### config.mk
export PLATFORM = sky130hd
export DESIGN_NAME = ppr_remap
export DESIGN_NICKNAME = d
export VERILOG_FILES = /design/src/ppr_pkg.sv /design/src/ppr_pin_if.sv /design/src/ppr_pin_arb.sv /design/src/ppr_remap.sv
export SDC_FILE = /design/constraint.sdc
export NUM_CORES = 1
export LEC_CHECK = 0
export ABC_AREA = 1
export CORE_MARGIN = 8
export CORE_UTILIZATION = 30
export CTS_CLUSTER_DIAMETER = 120
export DETAILED_ROUTE_END_ITERATION = 6
export DONT_BUFFER_PORTS = 1
export MAX_ROUTING_LAYER = met4
export PLACE_DENSITY = 0.54
export SLEW_MARGIN = 5
export SYNTH_ARGS = -nofsm -noshare
export SYNTH_HDL_FRONTEND = slang
export SYNTH_SLANG_ARGS = --single-unit
export TNS_END_PERCENT = 5
### constraint.sdc
create_clock -name sys_clk -period 4 [get_ports sys_clk]
set_clock_uncertainty 0.15 [all_clocks]
set_input_delay 0.4 -clock sys_clk [delete_from_list [all_inputs] [get_ports sys_clk]]
set_output_delay 0.4 -clock sys_clk [all_outputs]
set_load 0.01 [all_outputs]
### src/ppr_pkg.sv
// constants and types shared by the pin remapping fabric
// assumes a 100 MHz system clock and an axi4-lite register master
package ppr_pkg;

  // fabric dimensions: four groups of eight remappable pins
  localparam int PPR_NUM_IN = 24; // peripheral inputs with a select reg
  localparam int PPR_NUM_PIN = 32; // remappable pins
  localparam int PPR_GRP_PINS = 8; // pins in one group
  localparam int PPR_NUM_POUT = 14; // remappable peripheral outputs
  localparam int PPR_SEL_W = 4; // select field width, bits 3:0
  localparam int PPR_ADDR_W = 12; // byte address bits decoded

  // pin index = group * 8 + input select code; group order:
  // 0: port_a0 b3 b4 b15 b7 c7 c0 c5
  // 1: port_a1 b5 b1 b11 b8 a8 c8 a9
  // 2: port_a2 b6 a4 b13 b2 c6 c1 c3
  // 3: port_a3 b14 b0 b10 b9 c9 c2 c4

  // register map (byte addresses)
  localparam logic [11:0] PPR_IN_SEL_BASE = 12'h000; // 24 input selects
  localparam logic [11:0] PPR_OUT_SEL_BASE = 12'h080; // 32 output selects
  localparam logic [11:0] PPR_CFG_CTRL_OFS = 12'h100; // config_control_reg

  // field positions and reset values
  localparam int PPR_MAP_LOCK_BIT = 13; // map_write_lock in config reg
  localparam int PPR_ONE_SHOT_BIT = 29; // one_shot_lock_cfg in cfg word 3
  localparam logic [3:0] PPR_SEL_RST = 4'h0; // select reset: output no connect, input picks pin 0 of its group
  localparam logic PPR_LOCK_RST = 1'b0; // writes open after reset

  // input group boundaries, by input register index
  localparam int PPR_G1_FIRST = 5; // ext_irq_three_in_sel
  localparam int PPR_G2_FIRST = 11; // ext_irq_two_in_sel
  localparam int PPR_G3_FIRST = 19; // ext_irq_one_in_sel

  // idle level of each peripheral input (selects, cts, rx idle high)
  localparam logic [23:0] PPR_IN_IDLE = 24'h418308;

  // remappable peripheral output indices on the periph_out bus
  localparam int PPR_PO_SPI1_SS = 0; // spi1_slave_select
  localparam int PPR_PO_SPI2_SS = 1;
  localparam int PPR_PO_SPI1_DO = 2;
  localparam int PPR_PO_SPI2_DO = 3;
  localparam int PPR_PO_OC1 = 4; // output_compare_1, then 2..5
  localparam int PPR_PO_OC2 = 5;
  localparam int PPR_PO_OC3 = 6;
  localparam int PPR_PO_OC4 = 7;
  localparam int PPR_PO_OC5 = 8;
  localparam int PPR_PO_CMP1 = 9;
  localparam int PPR_PO_CMP2 = 10; // comparator_2_output
  localparam int PPR_PO_REFCLK = 11;
  localparam int PPR_PO_U1_RTS = 12;
  localparam int PPR_PO_U2_TX = 13;

  // output select codes, per pin group
  localparam logic [3:0] PPR_OC_SPI1_SS = 4'h3; // group 0
  localparam logic [3:0] PPR_OC_CMP_OC_LO = 4'h5; // oc1/oc2/oc4/oc3
  localparam logic [3:0] PPR_OC_CMP2 = 4'h7; // group 0 and 3 comparators
  localparam logic [3:0] PPR_OC_SPI1_DO = 4'h3; // groups 1 and 2
  localparam logic [3:0] PPR_OC_SPI2_DO = 4'h4; // groups 1 and 2
  localparam logic [3:0] PPR_OC_OC5 = 4'h6; // group 2
  localparam logic [3:0] PPR_OC_REFCLK = 4'h7; // group 2
  localparam logic [3:0] PPR_OC_U1_RTS = 4'h1; // group 3
  localparam logic [3:0] PPR_OC_U2_TX = 4'h2; // group 3
  localparam logic [3:0] PPR_OC_SPI2_SS = 4'h4; // group 3

  // axi response codes
  localparam logic [1:0] PPR_RESP_OKAY = 2'h0;
  localparam logic [1:0] PPR_RESP_DECERR = 2'h3;

  // which register an address hits
  typedef enum logic [1:0] {
    PPR_HIT_NONE,
    PPR_HIT_IN,
    PPR_HIT_OUT,
    PPR_HIT_CFG
  } ppr_hit_t;

  typedef struct packed {
    ppr_hit_t hit;
    logic [4:0] idx;
  } ppr_dec_t;

endpackage

### src/ppr_pin_if.sv
// pin-side signals between the mapping logic and the pin arbiter
// assumes both ends run on the same system clock
`timescale 1ns/1ps
interface ppr_pin_if #(parameter int N = 32);
  logic [N-1:0] remap_en; // a valid output code is mapped
  logic [N-1:0] remap_val; // level of the mapped peripheral output
  logic [N-1:0] gpio_val; // gpio / fixed-function level
  logic [N-1:0] gpio_oe_n; // gpio output enable, low drives
  logic [N-1:0] analog; // pin owned by an analog function
  logic [N-1:0] pin_out; // registered pin level
  logic [N-1:0] pin_oe_n; // registered enable, low drives
  modport fabric (output remap_en, output remap_val, output gpio_val,
    output gpio_oe_n, output analog, input pin_out, input pin_oe_n);
  modport arb (input remap_en, input remap_val, input gpio_val,
    input gpio_oe_n, input analog, output pin_out, output pin_oe_n);
endinterface

### src/ppr_pin_arb.sv
// per-pin owner arbitration: analog, then remap, then gpio
// assumes all inputs are already on the system clock
`timescale 1ns/1ps
module ppr_pin_arb
  import ppr_pkg::*;
#(
  parameter int N = PPR_NUM_PIN
)
(
  input wire logic sys_clk,
  input wire logic rst,
  input wire logic ce,
  ppr_pin_if.arb pins
);

  // registered pin drive
  typedef struct packed {
    logic [N-1:0] out;
    logic [N-1:0] oe_n;
  } ppr_arb_st_t;

  ppr_arb_st_t st_r; // current pin drive
  ppr_arb_st_t st_nxt; // next pin drive

  // choose an owner per pin
  always_comb
  begin
    st_nxt = st_r;
    for (int i = 0; i < N; i++)
    begin
      if (pins.analog[i])
      begin
        // analog owns the pad, digital drive is released
        st_nxt.out[i] = 1'b0;
        st_nxt.oe_n[i] = 1'b1;
      end
      else if (pins.remap_en[i])
      begin
        // remapped output beats gpio and fixed digital
        st_nxt.out[i] = pins.remap_val[i];
        st_nxt.oe_n[i] = 1'b0;
      end
      else
      begin
        // nothing mapped: gpio keeps the pin
        st_nxt.out[i] = pins.gpio_val[i];
        st_nxt.oe_n[i] = pins.gpio_oe_n[i];
      end
    end
  end

  // state register, frozen while ce is low
  always_ff @(posedge sys_clk)
  begin
    if (rst)
    begin
      st_r <= '{out: '0, oe_n: '1};
    end
    else if (ce)
    begin
      st_r <= st_nxt;
    end
  end

  assign pins.pin_out = st_r.out;
  assign pins.pin_oe_n = st_r.oe_n;

endmodule

### src/ppr_remap.sv
// peripheral pin remapping fabric with axi4-lite register access
// assumes pin_in is asynchronous, all other inputs on sys_clk;
// unlock_ok comes from the system unlock sequencer
//
// Overview of operation
// - each peripheral input has 4-bit pin select
// - group 0 codes pick a0 b3 b4 b15 b7 c7 c0 c5
// - group 1 codes pick a1 b5 b1 b11 b8 a8 c8 a9
// - group 2 codes pick a2 b6 a4 b13 b2 c6 c1 c3
// - group 3 codes pick a3 b14 b0 b10 b9 c9 c2 c4
// - input codes 8 to 15 route nothing
// - each pin has 4-bit peripheral output select
// - output code zero, the reset value, drives nothing
// - input and output maps are fully independent
// - no default output pin; input selects reset to code 0, which picks a pin
// - remapped function beats gpio and digital peripherals
// - remapping never overrides a pin's analog function
// - analog modules and i2c never pass through here
// - locked select writes complete but change nothing
// - locked writes look normal on the bus
// - one-shot config stops lock clearing once set
// - under one-shot only reset clears the lock
// - unprogrammed one-shot config reads as set
// - select regs hold bits 3:0, rest read zero
// - group 0 outputs: 3 ss1, 5 oc1, 7 cmp2
//
// Added by the designer: the AXI4-Lite slave port and the register offsets.
`timescale 1ns/1ps
module ppr_remap
  import ppr_pkg::*;
#(
  parameter logic [PPR_NUM_IN-1:0] IN_IDLE = PPR_IN_IDLE
)
(
  input wire logic sys_clk,
  input wire logic rst,
  input wire logic ce,
  input wire logic [PPR_ADDR_W-1:0] s_axi_awaddr,
  input wire logic s_axi_awvalid,
  output logic s_axi_awready,
  input wire logic [31:0] s_axi_wdata,
  input wire logic [3:0] s_axi_wstrb,
  input wire logic s_axi_wvalid,
  output logic s_axi_wready,
  output logic [1:0] s_axi_bresp,
  output logic s_axi_bvalid,
  input wire logic s_axi_bready,
  input wire logic [PPR_ADDR_W-1:0] s_axi_araddr,
  input wire logic s_axi_arvalid,
  output logic s_axi_arready,
  output logic [31:0] s_axi_rdata,
  output logic [1:0] s_axi_rresp,
  output logic s_axi_rvalid,
  input wire logic s_axi_rready,
  input wire logic unlock_ok,
  input wire logic [31:0] device_config_word_3,
  input wire logic [PPR_NUM_PIN-1:0] pin_in,
  input wire logic [PPR_NUM_PIN-1:0] pin_analog,
  input wire logic [PPR_NUM_PIN-1:0] gpio_out,
  input wire logic [PPR_NUM_PIN-1:0] gpio_oe_n,
  input wire logic [PPR_NUM_POUT-1:0] periph_out,
  output logic [PPR_NUM_IN-1:0] periph_in,
  output logic [PPR_NUM_PIN-1:0] pin_out,
  output logic [PPR_NUM_PIN-1:0] pin_oe_n
);

  // whole module state
  typedef struct packed {
    logic [PPR_NUM_IN-1:0][3:0] in_sel; // per-input pin select
    logic [PPR_NUM_PIN-1:0][3:0] out_sel; // per-pin output select
    logic lock; // map_write_lock
    logic aw_got; // write address held
    logic [PPR_ADDR_W-1:0] aw_addr;
    logic w_got; // write data held
    logic [31:0] wdata;
    logic [3:0] wstrb;
    logic bvalid;
    logic [1:0] bresp;
    logic rvalid;
    logic [1:0] rresp;
    logic [31:0] rdata;
    logic [PPR_NUM_PIN-1:0] sync1; // first sync stage, only sync2 reads
    logic [PPR_NUM_PIN-1:0] sync2; // pin levels on sys_clk
    logic [PPR_NUM_IN-1:0] pin_view; // registered peripheral inputs
  } ppr_st_t;

  ppr_st_t st_r; // current state
  ppr_st_t st_nxt; // next state

  ppr_pin_if #(.N(PPR_NUM_PIN)) pin_bus ();

  // byte address to register kind and index
  function automatic ppr_dec_t ppr_decode(input logic [11:0] a);
    ppr_dec_t d;
    logic [9:0] w;
    w = a[11:2];
    d.hit = PPR_HIT_NONE;
    d.idx = 5'h00;
    if (w < PPR_OUT_SEL_BASE[11:2])
    begin
      // input selects sit at word 0 upward
      if (w < 10'(PPR_NUM_IN))
      begin
        d.hit = PPR_HIT_IN;
        d.idx = w[4:0];
      end
    end
    else if (w < PPR_CFG_CTRL_OFS[11:2])
    begin
      // output selects: low five bits are the pin index
      d.hit = PPR_HIT_OUT;
      d.idx = w[4:0];
    end
    else if (w == PPR_CFG_CTRL_OFS[11:2])
    begin
      d.hit = PPR_HIT_CFG;
    end
    return d;
  endfunction

  // group number of an input select register
  function automatic logic [1:0] ppr_in_group(input int i);
    if (i < PPR_G1_FIRST)
      return 2'h0;
    else if (i < PPR_G2_FIRST)
      return 2'h1;
    else if (i < PPR_G3_FIRST)
      return 2'h2;
    else
      return 2'h3;
  endfunction

  // peripheral output chosen by a pin's code: {enable, level}
  function automatic logic [1:0] ppr_out_pick(
    input logic [1:0] grp,
    input logic [3:0] code,
    input logic [PPR_NUM_POUT-1:0] po
  );
    logic [1:0] r;
    r = 2'b00; // no connect and reserved codes drive nothing
    unique case (grp)
      2'h0:
      begin
        // first pin group codes
        if (code == PPR_OC_SPI1_SS)
          r = {1'b1, po[PPR_PO_SPI1_SS]};
        else if (code == PPR_OC_CMP_OC_LO)
          r = {1'b1, po[PPR_PO_OC1]};
        else if (code == PPR_OC_CMP2)
          r = {1'b1, po[PPR_PO_CMP2]};
      end
      2'h1:
      begin
        if (code == PPR_OC_SPI1_DO)
          r = {1'b1, po[PPR_PO_SPI1_DO]};
        else if (code == PPR_OC_SPI2_DO)
          r = {1'b1, po[PPR_PO_SPI2_DO]};
        else if (code == PPR_OC_CMP_OC_LO)
          r = {1'b1, po[PPR_PO_OC2]};
      end
      2'h2:
      begin
        if (code == PPR_OC_SPI1_DO)
          r = {1'b1, po[PPR_PO_SPI1_DO]};
        else if (code == PPR_OC_SPI2_DO)
          r = {1'b1, po[PPR_PO_SPI2_DO]};
        else if (code == PPR_OC_CMP_OC_LO)
          r = {1'b1, po[PPR_PO_OC4]};
        else if (code == PPR_OC_OC5)
          r = {1'b1, po[PPR_PO_OC5]};
        else if (code == PPR_OC_REFCLK)
          r = {1'b1, po[PPR_PO_REFCLK]};
      end
      2'h3:
      begin
        if (code == PPR_OC_U1_RTS)
          r = {1'b1, po[PPR_PO_U1_RTS]};
        else if (code == PPR_OC_U2_TX)
          r = {1'b1, po[PPR_PO_U2_TX]};
        else if (code == PPR_OC_SPI2_SS)
          r = {1'b1, po[PPR_PO_SPI2_SS]};
        else if (code == PPR_OC_CMP_OC_LO)
          r = {1'b1, po[PPR_PO_OC3]};
        else if (code == PPR_OC_CMP2)
          r = {1'b1, po[PPR_PO_CMP1]};
      end
    endcase
    return r;
  endfunction

  // bus channel handshakes, taken only while ce runs
  logic aw_take; // address beat taken this edge
  logic w_take; // data beat taken this edge
  logic ar_take; // read address taken this edge
  logic one_shot; // one_shot_lock_cfg, 1 when unprogrammed

  assign s_axi_awready = ce && !st_r.aw_got && !st_r.bvalid;
  assign s_axi_wready = ce && !st_r.w_got && !st_r.bvalid;
  assign s_axi_arready = ce && !st_r.rvalid;
  assign aw_take = s_axi_awvalid && s_axi_awready;
  assign w_take = s_axi_wvalid && s_axi_wready;
  assign ar_take = s_axi_arvalid && s_axi_arready;
  // erased fuse word reads all ones, so one-way is on by default
  assign one_shot = device_config_word_3[PPR_ONE_SHOT_BIT];

  // next-state logic: bus slave, lock, input routing
  always_comb
  begin
    logic [PPR_ADDR_W-1:0] wa;
    logic [31:0] wd;
    logic [3:0] ws;
    ppr_dec_t dec;
    logic [1:0] grp;
    logic [3:0] code;
    logic [4:0] pin;
    wa = st_r.aw_addr;
    wd = st_r.wdata;
    ws = st_r.wstrb;
    dec = '{hit: PPR_HIT_NONE, idx: 5'h00};
    grp = 2'h0;
    code = 4'h0;
    pin = 5'h00;
    st_nxt = st_r;

    // catch each write beat, either order
    if (aw_take)
    begin
      st_nxt.aw_got = 1'b1;
      st_nxt.aw_addr = s_axi_awaddr;
      wa = s_axi_awaddr;
    end
    if (w_take)
    begin
      st_nxt.w_got = 1'b1;
      st_nxt.wdata = s_axi_wdata;
      st_nxt.wstrb = s_axi_wstrb;
      wd = s_axi_wdata;
      ws = s_axi_wstrb;
    end

    // both beats present: apply the write and answer
    if (st_nxt.aw_got && st_nxt.w_got)
    begin
      dec = ppr_decode(wa);
      st_nxt.aw_got = 1'b0;
      st_nxt.w_got = 1'b0;
      st_nxt.bvalid = 1'b1;
      // locked writes still answer okay, no stall
      st_nxt.bresp = (dec.hit == PPR_HIT_NONE) ?
        PPR_RESP_DECERR : PPR_RESP_OKAY;
      unique case (dec.hit)
        PPR_HIT_IN:
        begin
          // only bits 3:0 stored, lock discards silently
          if (!st_r.lock && ws[0])
            st_nxt.in_sel[dec.idx] = wd[3:0];
        end
        PPR_HIT_OUT:
        begin
          if (!st_r.lock && ws[0])
            st_nxt.out_sel[dec.idx] = wd[3:0];
        end
        PPR_HIT_CFG:
        begin
          // lock moves only after the unlock sequence
          if (unlock_ok && ws[1])
          begin
            if (wd[PPR_MAP_LOCK_BIT])
              st_nxt.lock = 1'b1;
            else if (!(one_shot && st_r.lock))
              st_nxt.lock = 1'b0; // one-shot keeps it set
          end
        end
        PPR_HIT_NONE:
        begin
          // unmapped: nothing stored, decode error returned
        end
      endcase
    end

    // write response leaves on bready
    if (st_r.bvalid && s_axi_bready)
      st_nxt.bvalid = 1'b0;

    // read: data captured at the address beat
    if (ar_take)
    begin
      dec = ppr_decode(s_axi_araddr);
      st_nxt.rvalid = 1'b1;
      st_nxt.rresp = PPR_RESP_OKAY;
      st_nxt.rdata = 32'h0000_0000; // unimplemented bits read zero
      unique case (dec.hit)
        PPR_HIT_IN:
          st_nxt.rdata[3:0] = st_r.in_sel[dec.idx];
        PPR_HIT_OUT:
          st_nxt.rdata[3:0] = st_r.out_sel[dec.idx];
        PPR_HIT_CFG:
        begin
          st_nxt.rdata[PPR_MAP_LOCK_BIT] = st_r.lock;
          st_nxt.rdata[PPR_ONE_SHOT_BIT] = one_shot;
        end
        PPR_HIT_NONE:
          st_nxt.rresp = PPR_RESP_DECERR;
      endcase
    end
    else if (st_r.rvalid && s_axi_rready)
    begin
      st_nxt.rvalid = 1'b0;
    end

    // pins cross into sys_clk through two flops
    st_nxt.sync1 = pin_in;
    st_nxt.sync2 = st_r.sync1;

    // route one pin of the group to each peripheral input
    for (int i = 0; i < PPR_NUM_IN; i++)
    begin
      grp = ppr_in_group(i);
      code = st_r.in_sel[i];
      pin = {grp, code[2:0]}; // group * 8 + code
      if (code[3])
        st_nxt.pin_view[i] = IN_IDLE[i]; // reserved code
      else if (pin_analog[pin])
        st_nxt.pin_view[i] = IN_IDLE[i]; // analog pin reads idle
      else
        st_nxt.pin_view[i] = st_r.sync2[pin];
    end
  end

  // state register; output selects reset to no connection, input selects to code 0
  always_ff @(posedge sys_clk)
  begin
    if (rst)
    begin
      // device reset is the only way out of a one-shot lock
      st_r <= '0;
      st_r.in_sel <= {PPR_NUM_IN{PPR_SEL_RST}};
      st_r.out_sel <= {PPR_NUM_PIN{PPR_SEL_RST}};
      st_r.lock <= PPR_LOCK_RST;
      st_r.pin_view <= IN_IDLE;
    end
    else if (ce)
    begin
      st_r <= st_nxt;
    end
  end

  // per-pin remapped output, decoded from its group's table
  always_comb
  begin
    logic [1:0] pick;
    pick = 2'b00;
    for (int p = 0; p < PPR_NUM_PIN; p++)
    begin
      pick = ppr_out_pick(2'(p / PPR_GRP_PINS), st_r.out_sel[p],
        periph_out);
      pin_bus.remap_en[p] = pick[1];
      pin_bus.remap_val[p] = pick[0];
    end
  end

  // analog and i2c pads bypass the fabric
  assign pin_bus.gpio_val = gpio_out;
  assign pin_bus.gpio_oe_n = gpio_oe_n;
  assign pin_bus.analog = pin_analog;

  // pad owner arbitration
  ppr_pin_arb #(.N(PPR_NUM_PIN)) u_arb (
    .sys_clk(sys_clk),
    .rst(rst),
    .ce(ce),
    .pins(pin_bus.arb)
  );

  // registered outputs
  assign pin_out = pin_bus.pin_out;
  assign pin_oe_n = pin_bus.pin_oe_n;
  assign periph_in = st_r.pin_view;
  assign s_axi_bvalid = st_r.bvalid;
  assign s_axi_bresp = st_r.bresp;
  assign s_axi_rvalid = st_r.rvalid;
  assign s_axi_rresp = st_r.rresp;
  assign s_axi_rdata = st_r.rdata;

endmodule

==> results of run 1 <==
## synthesized netlist by cell type
master and instances:
sky130_fd_sc_hd__buf_1 29, sky130_fd_sc_hd__nor3_1 39, sky130_fd_sc_hd__clkinv_1 7, sky130_fd_sc_hd__buf_4 60
sky130_fd_sc_hd__or3_1 1, sky130_fd_sc_hd__a21boi_0 1, sky130_fd_sc_hd__o21ai_1 6, sky130_fd_sc_hd__nor3_2 3
sky130_fd_sc_hd__nand3_2 3, sky130_fd_sc_hd__o21ai_2 2, sky130_fd_sc_hd__o21bai_1 10, sky130_fd_sc_hd__o211ai_1 41
sky130_fd_sc_hd__a31oi_1 7, sky130_fd_sc_hd__o21ai_0 307, sky130_fd_sc_hd__buf_2 2, sky130_fd_sc_hd__nand2_2 6
sky130_fd_sc_hd__ha_1 4, sky130_fd_sc_hd__a311oi_1 3, sky130_fd_sc_hd__a41oi_1 1, sky130_fd_sc_hd__mux2i_1 1
sky130_fd_sc_hd__dfxtp_1 406, sky130_fd_sc_hd__a21oi_1 202, sky130_fd_sc_hd__a211oi_1 5, sky130_fd_sc_hd__inv_1 300
sky130_fd_sc_hd__nand2_1 912, sky130_fd_sc_hd__a32oi_1 1, sky130_fd_sc_hd__nor2_1 681, sky130_fd_sc_hd__nand4_1 32
sky130_fd_sc_hd__a2111o_1 5, sky130_fd_sc_hd__o2111ai_1 16, sky130_fd_sc_hd__inv_2 14, sky130_fd_sc_hd__o22ai_1 2
sky130_fd_sc_hd__nand3b_1 6, sky130_fd_sc_hd__a311o_1 1, sky130_fd_sc_hd__conb_1 1, sky130_fd_sc_hd__clkbuf_1 132
sky130_fd_sc_hd__o311ai_0 12, sky130_fd_sc_hd__nor3b_1 1, sky130_fd_sc_hd__nand3_1 288, sky130_fd_sc_hd__a221oi_1 2
sky130_fd_sc_hd__nor4_1 22, sky130_fd_sc_hd__nor2_2 36
## registers in the layout (all words and copies together), names as in the netlist
name / flops
s_axi_rresp: 1
s_axi_rvalid: 1
periph_in: 24
u_arb.pins.pin_out: 32
s_axi_rdata: 6
u_arb.pins.pin_oe_n: 32
s_axi_bresp: 1
st_r: 276
st_nxt: 32
s_axi_bvalid: 1
## cell families (layout without fill, tap and decap cells)
logic type                 after synthesis  count (layout)  synth area share, %
adders and majority gates                4               4                0.225
DFF                                    406             406                 36.5
other                                    1              45               0.0169
and+or+nand+nor                       2030            2030                 37.5
AOI/OAI and AO/OA                      624             624                 15.5
buffers and inverters                  544             591                 10.2
muxes                                    1               1               0.0450
## path summary, 6_finish.rpt
path                            slack [ns]           start                endpoint
worst max-delay path                  0.45    s_axi_bvalid               st_r[323]
worst min-delay path                -0.002  pin_analog[14]  u_arb.pins.pin_out[14]
worst min register to register        0.32        st_r[29]                st_r[29]
worst max register to register        0.45    s_axi_bvalid               st_r[323]
## cell type report
type	count	area share [%]
flip-flops and latches	406	31.0
diodes	19	0.182
multi-input cells	2685	45.8
clock buffers	66	5.35
repair buffers	183	6.96
clock inverters	21	1.34
well taps	969	4.63
inverters	321	4.65
## power by group
part | switching, uW | internal (uW) | leakage [uW] | total, uW
combinational | 682 | 299 | 0.00594 | 981
sequential | 101 | 4140 | 0.00330 | 4250
clock | 1920 | 3030 | 0.000859 | 4950
## worst max-delay path, stage by stage (launching register included)
cell and delay (ns):
sky130_fd_sc_hd__dfxtp_1 0.32, sky130_fd_sc_hd__buf_4 0.17, sky130_fd_sc_hd__nor2_1 0.23, sky130_fd_sc_hd__nand3_2 0.34
sky130_fd_sc_hd__buf_4 0.29, sky130_fd_sc_hd__o21ai_1 0.33, sky130_fd_sc_hd__nand2_1 0.16, sky130_fd_sc_hd__o21ai_2 0.24
sky130_fd_sc_hd__inv_2 0.07, sky130_fd_sc_hd__nand2_2 0.10, sky130_fd_sc_hd__nand3_2 0.30, sky130_fd_sc_hd__nor2_1 0.51
sky130_fd_sc_hd__nand2_1 0.10, sky130_fd_sc_hd__nand2_1 0.08, sky130_fd_sc_hd__nor2_1 0.04
## repair_timing
item	CTS	global route
hold endpoints to repair	172	1
resized for setup	0	0
setup buffers	0	0
hold buffers	144	1
## metrics by stage
step	cell area (um2)	setup WS, ns	utilization [%]	hold slack (ns)	power (uW)
5_1_grt	26200	0.0811	35.4	0.00525	10500
6_report	26200	0.448	35.4	-0.00244	10200
2_1_floorplan	22300	1.48	-	0.292	4880
3_5_place_dp	22900	0.437	31.0	0.310	5130
4_1_cts	26100	0.468	35.3	0.000365	10300
3_3_place_gp	22900	0.423	31.0	0.313	5130
## metal layers
layer / GRT usage, % / wire length [um]
met1: 28.3 / 40500
met2: 35.4 / 43200
met3: 4.95 / 8150
met5: - / 0
met4: 6.80 / 2600
==> impl_summary.md, run 1 <==
Pwr
Power spread over the standard cell area amounts to 389 nW/um2. For this design the static power due to leakage is 0.0101 uW. The peak ir drop on the vdd network is 0.000293 V.

Clock network
TritonCTS built the clock tree. The number of clock sinks seen by CTS is 406. The source-to-sink clock delay at the later pin of the worst-skew pair is 0.61 ns.

Counting along the longest clock path gives a buffer depth of 3. Counting the buffers created by CTS gives 50. The number of levels the H-tree was split into is 2. The tree is rooted in a sky130_fd_sc_hd__clkbuf_16.

Clock-pin slew was measured on the worst setup and hold paths at 0.06 ns.

Critical path
The logic depth of the worst register-to-register path is 14. Of all nets on the critical path, the largest fanout is 13. The worst endpoint data arrival time is 3.91 ns. The worst setup path is of the flip-flop to flip-flop kind. The launching element type of the critical path is a flip-flop. The element type at the critical path end is a flip-flop. STA puts the critical path data required time at 4.35 ns.

Detailed routing
The final layout contains routed wiring with a total length of 94500 um. The wire length per cell is 20.2 um. The post-detailed-route via-to-cell ratio is 5.02.

Once detail routing completed, the nets flagged for antenna violations numbered 0. After detailed routing, the number of remaining DRC violations is 0. The total via count in the routed design is 23500. The length of the first detailed-routing pass in iterations is 7. For this block, the initial DRC count from the detailed router was 2358.

Floorplan
Measured along the x axis, the die boundary spans 288 um. Measured along the y axis, the die boundary spans 288 um. The die covers 83100 um2.

The boundary pin count is 372. The initial utilization of the core area, before any placement, comes to 30.1%. The placement row count is 100. The core region is 73900 um2.

Placement
After detailed placement, the design holds a cell count of 4419. The number of port buffers is 0. The HPWL after detailed placement is 67100 um. Routability-driven placement finished with a final weighted congestion of 0.926.

Logic synthesis
Yosys printed 0 warnings. By area the synthesized netlist is led by sky130_fd_sc_hd__dfxtp_1, sky130_fd_sc_hd__nand2_1, sky130_fd_sc_hd__nor2_1, sky130_fd_sc_hd__o21ai_0, sky130_fd_sc_hd__nand3_1. The synthesized design spends more area on one cell type than any other, namely sky130_fd_sc_hd__dfxtp_1.

The mapped netlist covers 22200 um2. Yosys mapped the design onto 42 distinct sky130hd cell types. The flip-flop and latch count after synthesis is 406. A synthesized cell averages 6.16 um2. Synthesis produced a netlist whose cell count is 3610. The share of the yosys chip area belonging to registers is 36.5%.

Summed over its instances, the top area cell type makes up 36.5% of the synthesized netlist area.

Timing
In the final timing run, aggregate negative setup slack is 0 ns. Setup repair after global routing left no endpoint under its margin. Final hold analysis gives a worst-case slack of -0.00244 ns. The maximum operating frequency is 0.282 GHz. The remaining max-slew budget at the tightest pin is 30.0%.

The share of the clock period used by the worst path after layout is 88.8%. The number of max-slew violations in the final report is 0. The number of failing hold endpoints at the final stage is 1.

For the finished layout, the period the worst path requires is 3.55 ns. At the pin with the least slew margin, the transition time is 1.04 ns. The final number of setup-violating endpoints is 0.

Worst hold path
The worst hold path class is primary input to flip-flop. Along the worst hold path, the cell count comes to 3.

Status
The final reports fail on negative hold slack. The flow ran to the end, but the final reports show violations.

Cells and area
The fraction of layout cells with a size suffix above 1 is 5.21%. Summing all multi-input logic gate instances after layout gives 12000 um2. The area added between synthesis and finish is 17.7%. For this run, the post-layout net count is 3894. Leaving out fill and tap cells, the most frequent cell in the layout is sky130_fd_sc_hd__nand2_1.

The count of non-filler cells in the finished layout is 4670. Leaving out fill and tap cells, the most frequent cells in the layout are sky130_fd_sc_hd__nand2_1, sky130_fd_sc_hd__nor2_1, sky130_fd_sc_hd__dfxtp_1. Summing all flip-flop and latch instances after layout gives 8130 um2. The layout has 8111 filler cells.

GRT
The initial antenna violation count is 9. The number of global-route vias before repair is 21200. The maximum number of pins on one net before global-route repair is 134. The leftover overflow at the end of global routing is 0. The global-route usage over all layers is 22.4%. The global-route wire length before repair is 138000 um.

Flow run
The tool flagged a number of max-cap violations equal to 0.
(Power assumes the default switching activity.)
==> run 2: changes to the inputs <==
--- a/config.mk
+++ b/config.mk
@@ -7,12 +7,12 @@
 export LEC_CHECK = 0
 export ABC_AREA = 1
 export CORE_MARGIN = 8
-export CORE_UTILIZATION = 30
-export CTS_CLUSTER_DIAMETER = 120
+export CORE_UTILIZATION = 55
+export CTS_CLUSTER_DIAMETER = 60
 export DETAILED_ROUTE_END_ITERATION = 6
 export DONT_BUFFER_PORTS = 1
 export MAX_ROUTING_LAYER = met4
-export PLACE_DENSITY = 0.54
+export PLACE_DENSITY = 0.8
 export SLEW_MARGIN = 5
 export SYNTH_ARGS = -nofsm -noshare
 export SYNTH_HDL_FRONTEND = slang
==> constraint.sdc (replaced) <==
create_clock -name sys_clk -period 4 [get_ports sys_clk]
set_clock_uncertainty 0.15 [all_clocks]
set_input_delay 0.4 -clock sys_clk [delete_from_list [all_inputs] [get_ports sys_clk]]
set_output_delay 0.4 -clock sys_clk [all_outputs]
set_load 0.02 [all_outputs]
==> run 2 against run 1 <==
Critical path depth decreased by 2. Wire length shrank 17%. Non-clock buffer count grew 4. Sequential cell count is the same. Worst setup slack better by 0.062 ns. Sequential power is essentially flat. Largest cell class unchanged. Final area decreased by 2.8%. Die area fell by 43%. The flow now finishes without violations. Combinational power fell by 2.2%. Count of clock-buffer cells in the layout unchanged. Total power is 5.3% lower.
==> impl_summary.md, run 2 (synthesis results as in run 1) <==
Status
The flow ran to the end, and the final reports show no timing, DRC or antenna violations.

Detailed routing
Using the TritonRoute via totals, the vias-per-cell ratio works out to 5.69. In the final routed layout, each cell accounts on average for 18.6 um. Summed over all layers, the routed wires come to 78200 um. The count of nets left with antenna violations after detail routing is 0. The number of design-rule violations left by the first detailed-router iteration is 2693. The residual DRC count is 0. The first detailed-routing pass took 6 iterations. The total via count in the routed design is 23900.

Flow run
The tool flagged a number of max-cap violations equal to 0.

Critical path
In this run the critical register-to-register path is launched from s_axi_bvalid. The master of the slowest instance on the critical path is sky130_fd_sc_hd__nor2_1. Data on the critical path is required at its endpoint by 4.32 ns. The peak per-stage delay on the critical path is 0.51 ns.

In this run the register-to-register setup slack is 0.51 ns. The worst register-to-register path ends at st_r[193]. STA classifies the critical path endpoint as a flip-flop. Of all nets on the critical path, the largest fanout is 137. The critical path is of the primary input to flip-flop type. The most common cell type on the critical path is sky130_fd_sc_hd__nor2_1.

The signal on the critical path passes through buf_16 > inv_6 > nor2_1 > nand3_2 > o21ai_1 > inv_1 > o211ai_1 > nand3_2 > nor2_1 > nand2_1 > nand2_1 > nor2_1. The worst setup path startpoint is ce. The launching element type of the critical path is a primary input. Counting cells, the worst reg-to-reg path comes to 10. The worst endpoint data arrival time is 3.81 ns. In this run the worst setup path terminates at st_r[193].

Cells and area
The library cells used most frequently in the layout, excluding fill and tap cells, are sky130_fd_sc_hd__nand2_1, sky130_fd_sc_hd__nor2_1, sky130_fd_sc_hd__dfxtp_1. The number of nets in the final layout is 3893. The count of fill cells added during filler insertion is 3608. The area added between synthesis and finish is 14.4%.

The number of flip-flops under the largest register name is 276. In the final layout, the share of cells above drive strength 1 is 4.73%. The final instance area is 25500 um2.

The library cell used most frequently in the layout, excluding fill and tap cells, is sky130_fd_sc_hd__nand2_1. The register with the highest flop count is st_r.

Clock network
After clock tree synthesis, the clock-pin slew on the worst setup and hold paths is 0.06 ns. The number of levels the H-tree was split into is 2. For the worst-skew pair, the clock arrives at the later sink with an insertion delay of 0.59 ns. The tree is rooted in a sky130_fd_sc_hd__clkbuf_16. Clock tree synthesis inserted a total of 45 buffers.

Clock tree synthesis found a total of 406 sinks. The longest clock path from root to sink contains 3 buffers. The TritonCTS clock tree is yes. The post-cts resize count is 0.

Timing
The final-layout setup total negative slack is 0 ns. For this run, the top clock speed supported by timing is 0.287 GHz. The number of max-slew violations in the final report came to 0. The share of the clock period used by the worst path after layout is 87.3%. The number of failing hold endpoints at the final stage is 0.

Setup repair after global routing left no endpoint under its margin. At the pin with the least slew margin, the transition time is 0.846 ns. Setup violations remaining at the end of the flow were counted as 0. Measured against its own limit, the worst slew margin works out to 43.6%. The setup slack of the critical path after layout is 0.510 ns. Subtracting the final worst setup slack from the clock period gives 3.49 ns.

Floorplan
The die covers 47100 um2. The placement row count is 73. The height of the die is 217 um. The floorplan die width is 217 um. The total core area is 39800 um2. Pin placement for this block handled 372 I/O pins.

The initial utilization of the core area, before any placement, comes to 55.9%.

Pwr
The peak ir drop on the vdd network is 0.000272 V. The static leakage is 0.0100 uW. The power density of the placed cells is 379 nW/um2.

GRT
The global-route usage over all layers is 32.7%. The number of global-route vias before repair is 21800. The maximum number of pins on one net before global-route repair is 142.

The global-route wire length before repair is 121000 um. The initial antenna violation count is 2. The total overflow left after global routing is 0.

Placement
The post-placement worst setup slack is 0.655 ns. The number of port buffers is 0. The last weighted congestion value of the routability-driven placer is 0.983. The HPWL after detailed placement is 52300 um. Once placement finished, the instance area stood at 22300 um2.

Worst hold path
The worst hold path belongs to the class primary input to flip-flop.
## run 2: changes by cell type in the layout (fill, tap and decap cells not counted), sizes merged
cell	previous run	this run
buf	40	33
inv	314	315
dlygate4sd3	143	154
clkinvlp	2	0
diode	19	2
clkinv	17	14
bufinv	9	6
## run 2: what timing repair did
item | CTS | global route
buffers inserted | 0 | 0
hold endpoints to repair | 177 | 0
hold buffers | 156 | 0
## run 2: area by class of cell
| cell class | count | area [um2] | area share, % |
|---|---|---|---|
| clock inverters | 14 | 228 | 0.895 |
| inverters | 321 | 1220 | 4.78 |
| repair buffers | 187 | 1890 | 7.43 |
| well taps | 525 | 657 | 2.58 |
| diodes | 2 | 5.00 | 0.0197 |
| multi-input cells | 2685 | 12000 | 47.1 |
| clock buffers | 66 | 1330 | 5.21 |
| flip-flops and latches | 406 | 8130 | 31.9 |
## run 2: how the worst min path moves through the flow
stage               cells past startpoint  slack (ns)            from                      to
floorplan                               2        0.29   periph_in[15]           periph_in[15]
CTS                                     4       0.002  periph_out[12]  u_arb.pins.pin_out[29]
detailed placement                      2        0.31      st_nxt[38]                st_r[38]
global route                            4        0.03  periph_out[12]  u_arb.pins.pin_out[29]
global placement                        2        0.31      st_nxt[28]                st_r[28]
finish                                  4        0.03  periph_out[12]  u_arb.pins.pin_out[29]
## run 2: critical path: cells and delay by family
family                 cells  cell delay (ns)
AND/OR/NAND/NOR            7             1.75
AO/OA/AOI/OAI              2             0.90
buffers and inverters      3             0.73
## run 2: routing by layer
layer,track usage (%),wire length (um),vias up
met5,-,0,-
li1,-,-,11700
met2,50.1,34500,1287
met1,40.7,31100,10700
met3,5.74,8030,244
met4,18.4,4490,0
## run 2: metrics by stage
stage               utilization (%)  cells  power (uW)  hold WS (ns)
floorplan                         -   3635        4930         0.292
global route                   63.9   4206        9940        0.0260
global placement               56.0   3968        5110         0.311
finish                         63.9   4206        9640        0.0267
detailed placement             56.0   3968        5120         0.312
CTS                            63.9   4204        9640       0.00212
## run 2: power by group
| part | internal (uW) | switching, uW |
|---|---|---|
| Clock | 2680 | 1720 |
| Combinational | 301 | 658 |
| Sequential | 4140 | 131 |
